--- src/include/odx_map.svh ---
// opcode and field constants for the transfer/arithmetic opcode decoder
// assumes bytes arrive one per cycle from the prefetch queue
`ifndef ODX_MAP_SVH
`define ODX_MAP_SVH

// ************************************************************
// first-byte opcodes and the adjust second byte
// ************************************************************
`define ODX_OP_SEG_LOAD      8'h8e
`define ODX_OP_SEG_STORE     8'h8c
`define ODX_OP_TABLE_XLT     8'hd7
`define ODX_OP_EA_LOAD       8'h8d
`define ODX_OP_FAR_DS        8'hc5
`define ODX_OP_FAR_ES        8'hc4
`define ODX_OP_FLAGS_TO_AH   8'h9f
`define ODX_OP_AH_TO_FLAGS   8'h9e
`define ODX_OP_UNP_ADD_ADJ   8'h37
`define ODX_OP_PKD_ADD_ADJ   8'h27
`define ODX_OP_UNP_SUB_ADJ   8'h3f
`define ODX_OP_PKD_SUB_ADJ   8'h2f
`define ODX_OP_MULT_ADJ      8'hd4
`define ODX_OP_DIV_ADJ       8'hd5
`define ODX_OP_BYTE_SEXT     8'h98
`define ODX_OP_WORD_SEXT     8'h99
`define ODX_ADJ_SECOND       8'h0a

// ************************************************************
// masked first-byte patterns (top six or seven bits)
// ************************************************************
`define ODX_PAT_ADD          6'h00
`define ODX_PAT_ADC          6'h04
`define ODX_PAT_SBB          6'h06
`define ODX_PAT_SUB          6'h0a
`define ODX_PAT_IMM_GRP      6'h20
`define ODX_PAT_UNARY_GRP    7'h7b

// ************************************************************
// reg-field selections
// ************************************************************
`define ODX_REG_SBB          3'h3
`define ODX_REG_NEG          3'h3
`define ODX_REG_MULU         3'h4
`define ODX_REG_MULS         3'h5
`define ODX_REG_DIVU         3'h6
`define ODX_REG_DIVS         3'h7
`define ODX_SEG_BIT          5

`endif

--- src/include/odx_pkg.sv ---
// types for the transfer/arithmetic opcode decoder
// assumes odx_map.svh supplies the numeric constants
package odx_pkg;

  // decoded operation
  typedef enum logic [4:0] {
    ODX_NONE, ODX_SEG_LOAD, ODX_SEG_STORE, ODX_TABLE_XLT, ODX_EA_LOAD,
    ODX_FAR_DS, ODX_FAR_ES, ODX_FLAGS_TO_AH, ODX_AH_TO_FLAGS, ODX_ADD,
    ODX_ADC, ODX_SUB, ODX_SBB, ODX_UNP_ADD_ADJ, ODX_PKD_ADD_ADJ,
    ODX_UNP_SUB_ADJ, ODX_PKD_SUB_ADJ, ODX_MULU, ODX_MULS, ODX_NEG,
    ODX_DIVU, ODX_DIVS, ODX_MULT_ADJ, ODX_DIV_ADJ, ODX_BYTE_SEXT,
    ODX_WORD_SEXT, ODX_ILLEGAL
  } odx_op_e;

  // decoder sequencing states
  typedef enum logic [1:0] {
    ODX_ST_FIRST, ODX_ST_MODRM, ODX_ST_ADJ
  } odx_state_e;

  // control word to the execution unit
  typedef struct packed {
    odx_op_e     op;
    logic        word;
    logic        reg_dest;
    logic        sign_ext;
    logic [1:0]  imm_bytes;
    logic [1:0]  mode;
    logic [2:0]  reg_sel;
    logic [2:0]  rm_sel;
  } odx_ctl_s;

endpackage

--- src/rtl/odx_decoder.sv ---
// opcode decoder for the data-transfer and arithmetic groups
// assumes one opcode byte per cycle on byte_valid from same-clock queue logic
`timescale 1ns/10ps
`default_nettype none
`include "odx_map.svh"

module odx_decoder (
  input  wire logic             sys_clk,    // 25 MHz processor clock
  input  wire logic             rst,        // asynchronous, active high
  input  wire logic             byte_valid, // queue presents a byte
  input  wire logic [7:0]       byte_data,  // instruction byte
  output var  odx_pkg::odx_ctl_s ctl,       // decoded controls
  output logic                  ctl_valid   // one-cycle pulse per instruction
);

  // ************************************************************
  // state
  // ************************************************************
  odx_pkg::odx_state_e state;     // sequencing state
  logic [7:0]          first;     // held first byte
  logic [7:0]          modrm;     // byte being classified as mod/reg/r-m

  assign modrm = byte_data;

  // ************************************************************
  // single-byte classification of a first byte
  // ************************************************************
  function automatic odx_pkg::odx_op_e single_op(input logic [7:0] b);
    odx_pkg::odx_op_e o;
    o = odx_pkg::ODX_NONE;
    case (b)
      `ODX_OP_TABLE_XLT:   o = odx_pkg::ODX_TABLE_XLT;
      `ODX_OP_FLAGS_TO_AH: o = odx_pkg::ODX_FLAGS_TO_AH;
      `ODX_OP_AH_TO_FLAGS: o = odx_pkg::ODX_AH_TO_FLAGS;
      `ODX_OP_UNP_ADD_ADJ: o = odx_pkg::ODX_UNP_ADD_ADJ;
      `ODX_OP_PKD_ADD_ADJ: o = odx_pkg::ODX_PKD_ADD_ADJ;
      `ODX_OP_UNP_SUB_ADJ: o = odx_pkg::ODX_UNP_SUB_ADJ;
      `ODX_OP_PKD_SUB_ADJ: o = odx_pkg::ODX_PKD_SUB_ADJ;
      `ODX_OP_BYTE_SEXT:   o = odx_pkg::ODX_BYTE_SEXT;
      `ODX_OP_WORD_SEXT:   o = odx_pkg::ODX_WORD_SEXT;
      default:             o = odx_pkg::ODX_NONE;
    endcase
    return o;
  endfunction

  // does this first byte need a mod/reg/r-m byte
  function automatic logic needs_modrm(input logic [7:0] b);
    logic n;
    n = 1'b0;
    case (b)
      `ODX_OP_SEG_LOAD, `ODX_OP_SEG_STORE, `ODX_OP_EA_LOAD,
      `ODX_OP_FAR_DS, `ODX_OP_FAR_ES: n = 1'b1;
      default: n = 1'b0;
    endcase
    if (b[7:2] == `ODX_PAT_ADD || b[7:2] == `ODX_PAT_ADC ||
        b[7:2] == `ODX_PAT_SUB || b[7:2] == `ODX_PAT_SBB ||
        b[7:2] == `ODX_PAT_IMM_GRP || b[7:1] == `ODX_PAT_UNARY_GRP) begin
      n = 1'b1;
    end
    return n;
  endfunction

  // operation selected by a first byte and its mod/reg/r-m byte
  function automatic odx_pkg::odx_op_e modrm_op(input logic [7:0] f,
                                                input logic [7:0] m);
    odx_pkg::odx_op_e o;
    o = odx_pkg::ODX_ILLEGAL;
    case (f)
      `ODX_OP_SEG_LOAD: if (!m[`ODX_SEG_BIT]) o = odx_pkg::ODX_SEG_LOAD;
      `ODX_OP_SEG_STORE: if (!m[`ODX_SEG_BIT]) o = odx_pkg::ODX_SEG_STORE;
      `ODX_OP_EA_LOAD:  o = odx_pkg::ODX_EA_LOAD;
      `ODX_OP_FAR_DS:   o = odx_pkg::ODX_FAR_DS;
      `ODX_OP_FAR_ES:   o = odx_pkg::ODX_FAR_ES;
      default: begin
        if (f[7:2] == `ODX_PAT_ADD) o = odx_pkg::ODX_ADD;
        else if (f[7:2] == `ODX_PAT_ADC) o = odx_pkg::ODX_ADC;
        else if (f[7:2] == `ODX_PAT_SUB) o = odx_pkg::ODX_SUB;
        else if (f[7:2] == `ODX_PAT_SBB) o = odx_pkg::ODX_SBB;
        else if (f[7:2] == `ODX_PAT_IMM_GRP) begin
          // only the borrow member of the immediate group belongs here
          if (m[5:3] == `ODX_REG_SBB) o = odx_pkg::ODX_SBB;
        end else if (f[7:1] == `ODX_PAT_UNARY_GRP) begin
          case (m[5:3])
            `ODX_REG_MULU: o = odx_pkg::ODX_MULU;
            `ODX_REG_MULS: o = odx_pkg::ODX_MULS;
            `ODX_REG_NEG:  o = odx_pkg::ODX_NEG;
            `ODX_REG_DIVU: o = odx_pkg::ODX_DIVU;
            `ODX_REG_DIVS: o = odx_pkg::ODX_DIVS;
            default:       o = odx_pkg::ODX_ILLEGAL;
          endcase
        end
      end
    endcase
    return o;
  endfunction

  // ************************************************************
  // sequencer
  // ************************************************************
  always_ff @(posedge sys_clk or posedge rst) begin
    if (rst) begin
      state <= odx_pkg::ODX_ST_FIRST;
      first <= 8'h00;
    end else if (byte_valid) begin
      case (state)
        odx_pkg::ODX_ST_FIRST: begin
          first <= byte_data;
          if (byte_data == `ODX_OP_MULT_ADJ || byte_data == `ODX_OP_DIV_ADJ) begin
            state <= odx_pkg::ODX_ST_ADJ;
          end else if (needs_modrm(byte_data)) begin
            state <= odx_pkg::ODX_ST_MODRM;
          end
        end
        // second byte ends both two-byte forms
        odx_pkg::ODX_ST_MODRM: state <= odx_pkg::ODX_ST_FIRST;
        odx_pkg::ODX_ST_ADJ:   state <= odx_pkg::ODX_ST_FIRST;
        default:               state <= odx_pkg::ODX_ST_FIRST;
      endcase
    end
  end

  // ************************************************************
  // control word output
  // ************************************************************
  always_ff @(posedge sys_clk or posedge rst) begin
    if (rst) begin
      ctl       <= '0;
      ctl_valid <= 1'b0;
    end else begin
      ctl_valid <= 1'b0;
      if (byte_valid) begin
        case (state)
          odx_pkg::ODX_ST_FIRST: begin
            // single-byte forms finish here; unknown bytes stay silent
            if (single_op(byte_data) != odx_pkg::ODX_NONE) begin
              ctl           <= '0;
              ctl.op        <= single_op(byte_data);
              ctl.word      <= byte_data == `ODX_OP_WORD_SEXT;
              ctl_valid     <= 1'b1;
            end
          end
          odx_pkg::ODX_ST_MODRM: begin
            ctl.op        <= modrm_op(first, modrm);
            ctl.mode      <= modrm[7:6];
            ctl.reg_sel   <= modrm[5:3];
            ctl.rm_sel    <= modrm[2:0];
            // seg moves, pointer loads and address loads are word-wide
            ctl.word      <= (first[7:2] == `ODX_PAT_ADD || first[7:2] == `ODX_PAT_ADC ||
                              first[7:2] == `ODX_PAT_SUB || first[7:2] == `ODX_PAT_SBB ||
                              first[7:2] == `ODX_PAT_IMM_GRP ||
                              first[7:1] == `ODX_PAT_UNARY_GRP) ? first[0] : 1'b1;
            // register-form arithmetic honours d; loads always target reg
            ctl.reg_dest  <= (first[7:6] == 2'b00) ? first[1] :
                             (first == `ODX_OP_SEG_STORE ||
                              first[7:2] == `ODX_PAT_IMM_GRP ||
                              first[7:1] == `ODX_PAT_UNARY_GRP) ? 1'b0 : 1'b1;
            if (first[7:2] == `ODX_PAT_IMM_GRP) begin
              ctl.sign_ext  <= first[1];
              ctl.imm_bytes <= (first[1:0] == 2'b01) ? 2'h2 : 2'h1;
            end else begin
              ctl.sign_ext  <= 1'b0;
              ctl.imm_bytes <= 2'h0;
            end
            ctl_valid     <= 1'b1;
          end
          odx_pkg::ODX_ST_ADJ: begin
            ctl           <= '0;
            if (byte_data != `ODX_ADJ_SECOND) begin
              ctl.op <= odx_pkg::ODX_ILLEGAL;
            end else if (first == `ODX_OP_MULT_ADJ) begin
              ctl.op <= odx_pkg::ODX_MULT_ADJ;
            end else begin
              ctl.op <= odx_pkg::ODX_DIV_ADJ;
            end
            ctl_valid     <= 1'b1;
          end
          default: ctl_valid <= 1'b0;
        endcase
      end
    end
  end
endmodule
`default_nettype wire

--- config.mk ---
export PLATFORM = sky130hd
export DESIGN_NAME = odx_decoder
export DESIGN_NICKNAME = d
export VERILOG_FILES = /design/src/include/odx_pkg.sv /design/src/rtl/odx_decoder.sv
export VERILOG_INCLUDE_DIRS = /design/src /design/src/include
export SDC_FILE = /design/constraint.sdc
export NUM_CORES = 1
export LEC_CHECK = 0
export BUFFER_PORTS_ARGS = -buffer_cell sky130_fd_sc_hd__buf_2
export CAP_MARGIN = 10
export CORE_MARGIN = 2
export CORE_UTILIZATION = 45
export CTS_CLUSTER_DIAMETER = 40
export DETAILED_ROUTE_END_ITERATION = 10
export PLACE_DENSITY = 0.65
export SLEW_MARGIN = 40
export SYNTH_ARGS = -nofsm -noshare
export SYNTH_HDL_FRONTEND = slang
export SYNTH_SLANG_ARGS = --single-unit
--- constraint.sdc ---
create_clock -name sys_clk -period 3.65 [get_ports sys_clk]
set_input_delay 0.73 -clock sys_clk [delete_from_list [all_inputs] [get_ports sys_clk]]
set_output_delay 0.73 -clock sys_clk [all_outputs]
set_load 0.05 [all_outputs]
Word level (Yosys, flattened, before mapping)
Cells that the tools add are included.
Cells by class
  equality and inequality tests: 43
  muxes and demuxes: 34
  reductions and logical operators: 24
Operators by type and width (count)
  8-bit equality test, second input constant: 18
  18-bit one-hot mux with 3 select lines: 1
  5-bit two-way mux: 10
  5-bit one-hot mux with 9 select lines: 1
  8-bit by 6-bit equality test with 1-bit output, second input constant: 4
  5-bit one-hot mux with 5 select lines: 1
  6-bit by 3-bit equality test with 1-bit output, second input constant: 4
  4-bit one-hot mux with 5 select lines: 1
  18-bit two-way mux: 1
  7-bit equality test, second input constant: 2
  1-bit logical OR: 13
  3-bit equality test, second input constant: 4
  6-bit by 4-bit equality test with 1-bit output, second input constant: 2
  6-bit equality test, second input constant: 2
  6-bit logical NOT: 2
  1-bit two-way mux: 11
  2-bit two-way mux: 4
  4-bit two-way mux: 2
  8-bit by 4-bit != test with 1-bit output, second input constant: 1
  5-bit nonzero test: 1
  5-bit OR reduction: 1
  2-bit by 1-bit equality test with 1-bit output, second input constant: 2
  2-bit logical NOT: 2
  2-bit AND reduction: 2
  other kinds (9): 9
Word-level totals
  bits of input ports: 11
  output and inout port bits: 19
  register bits: 29

Depth between registers and ports, before layout
Gate-level depths: netlist of run 1.
  word-level depth: 13
  depth in mapped cells: 8

Least setup slack after synthesis of run 1
OpenSTA, ideal clock, no wires.
  kind: input to register
  start: input port byte_data[5]
  end: register ctl[0] (netlist bit)
  buffers on the path: 2
  library setup time: 0.125 ns
  arrival time: 2.280 ns
  stages: 7
  path slack: 1.245 ns
  data required time: 3.525 ns
  cells stage by stage: buf_4 -> and3b_1 -> and4_4 -> o21a_4 -> o41ai_4 -> buf_6 -> o31ai_1
On the way
  word-level cells in the longest chain between the ends: 7
  elaborated cells between the ends (all ways): 15
  those cells by class: eq/ne: 10; mux: 3; reduce/logical: 2
Ends and longest elaborated chain
  start: declaration: RTL line odx_decoder.sv:11  | input wire logic [7:0] byte_data,
  8-bit equality test / 8-bit by 6-bit equality test with 1-bit output (equally long branches): RTL line odx_decoder.sv:31  | case (b)
  5-bit one-hot mux with 9 select lines (*): RTL line odx_decoder.sv:31
  5-bit two-way mux (*): RTL line odx_decoder.sv:132  | case (state)
  5-bit two-way mux (*): RTL line odx_decoder.sv:131  | if (byte_valid) begin
  5-bit nonzero test (*): RTL line odx_decoder.sv:135  | if (single_op(byte_data) != odx_pkg::ODX_NONE) begin
  2-bit != test (no line) (*)
  3-bit AND reduction (no line) (*)
  end: declaration: RTL line odx_decoder.sv:12  | output var odx_pkg::odx_ctl_s ctl,
Every way passes the cells marked *; elsewhere a longest branch is shown, timed or not. The select of a mux whose other input is x is not followed.
A chain may end at the register's enable or synchronous reset.

Final worst setup path of run 1
  start: input port byte_data[5]
  end: register ctl[9] (netlist bit)
Same word-level chain as after synthesis.

==> impl_metrics.toml, run 1 <==
[sta]
finalMaxSlewViolations = 0
relSlewSlack = 0.596
grt_setup_unrepaired = "no"
period_minus_slack_ns = 2.43
setup_violations = 0
skew_ns = 0.00923
tightest_slew_ns = 0.605
fin_crit_sh = 0.665
fin_tns_setup_ns = 0
max_clock_freq_mhz = 412
hold_violations = 0

[routing]
drc = 0
dr.pass1.iters = 4
routedWlPerCell_um = 15.4
vias_per_cell = 5.83
vias = 1803
drtIter0Drc = 211
ant_nets = 0
totalWireLength_mm = 4.75

[layout]
fin_area_um2 = 2230
nets = 271
n_antenna_cell = 0
ff_latch_area_um2 = 726
multi_input_area_um2 = 1140
layout_commonest_cell = "nand2_1"
layout_common_cells = "nand2_1, dfrtp_1, buf_2"
layout-drive-gt1-share = 0.257
area_delta_synth_final_pct = 11.4
fillers = 439

[setup_path]
crit_type = "input port to flop"
cp_cell_sequence = "buf_2, and3b_1, and4_4, o21a_4, o41ai_4, buf_4, o41ai_1"
arrival_ns = 2.57
crit_slowest_cell = "buf_4"
critPathMaxFanout = 36
cp_data_required_time_ns = 3.80
rrSetupSlack_ns = 1.46
end_kind = "flop"
max_stage_delay_ns = 0.42
crit_path_start_kind = "input port"

[placed_design]
io_buffers = 29
postPlaceCellArea_um2 = 2130
globalplace.congestion = 0.949
dpl.hpwl_mm = 3.46

[synthesis]
synth_xor_area_frac = 0.0175
synth_edf_count = 0
synthMuxAreaShare = 0.0394
synth-simple-area-share = 0.247
syn_area_per_cell_um2 = 8.49
synth_top_family_by_area = "simple AND/OR/NAND/NOR gates"
synth_compound_area_frac = 0.242
yosys.cell_types.count = 48
syn-cell-area_um2 = 2000
synth_seq_cells = 29
yosys_warnings = 0
ys_seq_area_frac = 0.362
ys.flop_type = "dfrtp_1"
synthArstFlopShare = 1.00
postSynthCellCount = 236
syn_nets = 251
synthAdderAreaFrac = 0.0250

[clocking]
cts_resized = 0
cts_setup_buffers = 0
cts_sinks = 29
cts_tree = "built"
cts_buffers = 5
clk_latency_ns = 0.28
ctsHoldBuffers = 0
path_clk_slew_ns = 0.06
htreeDepth = 2
cts-root-buf = "clkbuf_8"
clk_path_buf_depth = 2

[global_route]
grt_pass1_wl_mm = 7.78
grt_overflow = 0
grt_max_degree = 37
grtUsageTotal = 0.196
antenna_found_initial = 0
grt_pass1_vias = 1597

[floorplan]
initial_utilization = 0.463
die_x_um = 70.7
die_h_um = 70.7
core_um2 = 4320
fp-row-count = 24
die-area_um2 = 5000
io_pins = 30

[run]
maxCapViolCount = 0

[status]
status = "finished clean"

[power]
leakage_nw = 0.982
vdd_drop_max_mv = 0.249
powerDensity_nw_per_um2 = 670

[hold_path]
hold_class = "flop to flop"
flip-flops by register name, indices dropped and copies added, names as in the netlist:
signal     flops
ctl_valid      1
first          8
state          2
ctl           18
layer usage:
| layer | wire [um] | share of wire | global-route usage | vias up |
|---|---|---|---|---|
| met1 | 2190 | 0.46 | 0.280 | 832 |
| met4 | 80 | 0.017 | 0.0650 | 0 |
| li1 | - | - | - | 890 |
| met3 | 303 | 0.064 | 0.0484 | 9 |
| met2 | 2180 | 0.46 | 0.292 | 72 |
| met5 | 0 | 0 | 0 | - |
cell type report:
type / instances / area share
well taps: 52 / 0.0292
flip-flops and latches: 29 / 0.325
multi-input cells: 179 / 0.513
clock buffers: 7 / 0.0432
clock inverters: 1 / 0.00224
inverters: 11 / 0.0185
repair buffers: 30 / 0.0684
cell families (layout without fill, tap and decap cells):
| kind of cell | Yosys count | after routing |
|---|---|---|
| AOI/OAI and AO/OA | 67 | 67 |
| xor gates and xnor gates | 4 | 4 |
| adders and majority gates | 4 | 4 |
| buffers and inverters | 28 | 49 |
| DFF | 29 | 29 |
| muxes | 7 | 7 |
| and+or+nand+nor | 97 | 97 |
worst paths after layout:
| check | from | end | depth (start not counted) |
|---|---|---|---|
| max | byte_data[5] | ctl[9] | 7 |
| min | ctl[0] | ctl[0] | 2 |
| max reg2reg | first[5] | ctl[14] | 5 |
| min reg2reg | ctl[0] | ctl[0] | 2 |
| max in group asynchronous | rst | ctl[2] | 2 |
| min in group asynchronous | rst | first[3] | 2 |
critical path, delay by kind of cell:
family,cells,cell delay (ns)
buffers and inverters,2,0.70
AOI/OAI and AO/OA,3,0.69
and+or+nand+nor,2,0.44
where the power goes:
group | internal [mW] | leakage [nW] | switching (mW)
combinational | 0.209 | 0.546 | 0.467
clock | 0.170 | 0.0542 | 0.126
sequential | 0.413 | 0.382 | 0.109
synth_stat cells, types with 2 or more instances:
cell type | number | area, um2
nand3b_1 | 2 | 15.0
dfrtp_1 | 29 | 726
o21a_1 | 3 | 22.5
o21ai_2 | 8 | 70.1
a32oi_1 | 2 | 17.5
xnor2_1 | 4 | 35.0
nand4_1 | 5 | 31.3
nand2b_1 | 9 | 56.3
inv_1 | 11 | 41.3
clkbuf_1 | 12 | 45.0
o2bb2ai_1 | 2 | 17.5
ha_1 | 4 | 50.1
o21ai_0 | 11 | 55.1
mux2_2 | 7 | 78.8
and4b_1 | 2 | 20.0
nand3_1 | 3 | 15.0
nand2_1 | 38 | 143
nor4_1 | 2 | 12.5
nor3_1 | 8 | 40.0
o31ai_1 | 9 | 67.6
nand2_2 | 8 | 50.1
a31oi_1 | 8 | 50.1
a21oi_1 | 11 | 55.1
buf_6 | 3 | 33.8
nor2_1 | 10 | 37.5
o21ai_1 | 3 | 15.0
stage by stage:
step | instances | worst slack [ns] | hold WS (ns) | util | power (mW)
global placement | 301 | 0.989 | 0.460 | 0.492 | 1.20
CTS | 309 | 1.24 | 0.481 | 0.516 | 1.51
global route | 309 | 1.11 | 0.499 | 0.516 | 1.59
detailed placement | 301 | 0.938 | 0.466 | 0.492 | 1.21
floorplan | 236 | 1.25 | 0.506 | - | 1.07
finish | 309 | 1.22 | 0.475 | 0.516 | 1.49
(Power assumes the default switching activity.)
==> run 2, diff against run 1 <==
- PLACE_DENSITY: 0.65 -> 0.68
- clock period: 3.65 -> 2.2 ns (I/O delays scaled with it)
==> run 2 against run 1 <==
Against the previous run:
- clock power rose by 46%
- hold slack lost 0.26 ns
- total power is 67% higher
- global-route usage increased by 2.0 points
==> impl_metrics.toml, run 2 (synthesis results as in run 1) <==
[status]
status = "finished clean"

[global_route]
antenna_found_initial = 0
grt_pass1_wl_mm = 8.56
grt_overflow = 0
grtUsageTotal = 0.216
grt_max_degree = 37
grt_pass1_vias = 1707

[setup_path]
crit_slowest_cell = "dfrtp_1"
cp_data_required_time_ns = 2.36
critPathMaxFanout = 9
crit_type = "flop to flop"
crit_start = "first[7]"
timing.rr.start = "first[7]"
max_stage_delay_ns = 0.48
arrival_ns = 1.98
worst-path-buf-inv = 0
crit_path_start_kind = "flop"
crit_family = "simple AND/OR/NAND/NOR gates"
cp_cell_sequence = "and4b_1, and4_1, a31oi_1, a311oi_1, o31ai_1"
end_kind = "flop"

[routing]
drc = 0
drtIter0Drc = 155
routedWlPerCell_um = 15.6
vias_per_cell = 5.88
totalWireLength_mm = 5.03
vias = 1900
ant_nets = 0
dr.pass1.iters = 4

[sta]
tightest_slew_ns = 0.430
skew_ns = 0.00327
finalMaxSlewViolations = 0
max_clock_freq_mhz = 549
fin_tns_setup_ns = 0
hold_violations = 0
fin_crit_sh = 0.827
relSlewSlack = 0.713
grt_setup_unrepaired = "no"
setup_violations = 0
period_minus_slack_ns = 1.82

[clocking]
cts_resized = 0
clk_path_buf_depth = 2
cts_tree = "built"
clk_latency_ns = 0.29
cts_setup_buffers = 0
cts-root-buf = "clkbuf_8"
ctsHoldBuffers = 0
htreeDepth = 2
path_clk_slew_ns = 0.06
cts_sinks = 29
cts_buffers = 5

[floorplan]
io_pins = 30
initial_utilization = 0.463
die_x_um = 70.7
fp-row-count = 24
die_h_um = 70.7
die-area_um2 = 5000
core_um2 = 4320

[layout]
n_antenna_cell = 0
nets = 285
layout_commonest_cell = "nand2_1"
largest_register_ffs = 18
fillers = 417
stdcell_count = 323
reg_top3 = "ctl: 18 flops, first: 8 flops, state: 2 flops"
layout_common_cells = "nand2_1, dfrtp_1, buf_2"
area_delta_synth_final_pct = 16.3
fin_area_um2 = 2330
layout-drive-gt1-share = 0.288
largest_register = "ctl"

[placed_design]
postPlaceCellArea_um2 = 2250
io_buffers = 29
globalplace.congestion = 0.884
dpl.hpwl_mm = 3.78
placed_cells = 315

[run]
maxCapViolCount = 0

[hold_path]
hold_class = "input port to asynchronous set/reset pin"

[power]
leakage_nw = 1.05
finalPower_mw = 2.49
powerDensity_nw_per_um2 = 1070
vdd_drop_max_mv = 0.412
[run 2: changes by cell type in the layout (fill, tap and decap cells not counted), sizes merged]
cell / delta
buf: +14
clkbuf: -1
clkinv: +1
[run 2: power breakdown]
| part | switching, mW | internal, mW |
|---|---|---|
| Clock | 0.215 | 0.219 |
| Sequential | 0.173 | 0.685 |
| Combinational | 0.804 | 0.397 |
[run 2: worst paths after layout]
kind                            endpoint  slack, ns  cells past startpoint
worst min register to register    ctl[7]       0.47                      2
min in group sys_clk            state[0]       0.39                      2
worst max register to register   ctl[14]       0.38                      5
max in group asynchronous         ctl[7]       1.71                      3
worst max-delay path             ctl[14]       0.38                      5
worst min-delay path            first[0]       0.22                      3
[run 2: final cells by class]
| type | instances | area [um2] | area share |
|---|---|---|---|
| Sequential cell | 29 | 726 | 0.311 |
| Multi-Input combinational cell | 179 | 1140 | 0.491 |
| Tap cell | 52 | 65.1 | 0.0279 |
| Clock inverter | 2 | 10.0 | 0.00430 |
| Timing Repair Buffer | 44 | 270 | 0.116 |
| Clock buffer | 6 | 72.6 | 0.0311 |
| Inverter | 11 | 41.3 | 0.0177 |
[run 2: per-layer routing]
layer  routed length [um]  global-route usage
met1                 2260               0.314
met2                 2190               0.303
met3                  419              0.0556
met4                  148              0.0881
met5                    0                   0
[run 2: through the flow]
stage                     hold WS [ns]   util  worst slack [ns]
after floorplan                  0.506      -            0.0854
after global placement           0.458  0.520             0.134
after detailed placement         0.462  0.520            0.0960
after CTS                        0.232  0.539             0.402
after global routing             0.260  0.539             0.218
final                            0.216  0.539             0.380
[run 2: worst register-to-register path, stage by stage, from the launching register on]
cell and delay, ns:
dfrtp_1 0.48, and4b_1 0.32, and4_1 0.31, a31oi_1 0.12, a311oi_1 0.34, o31ai_1 0.12
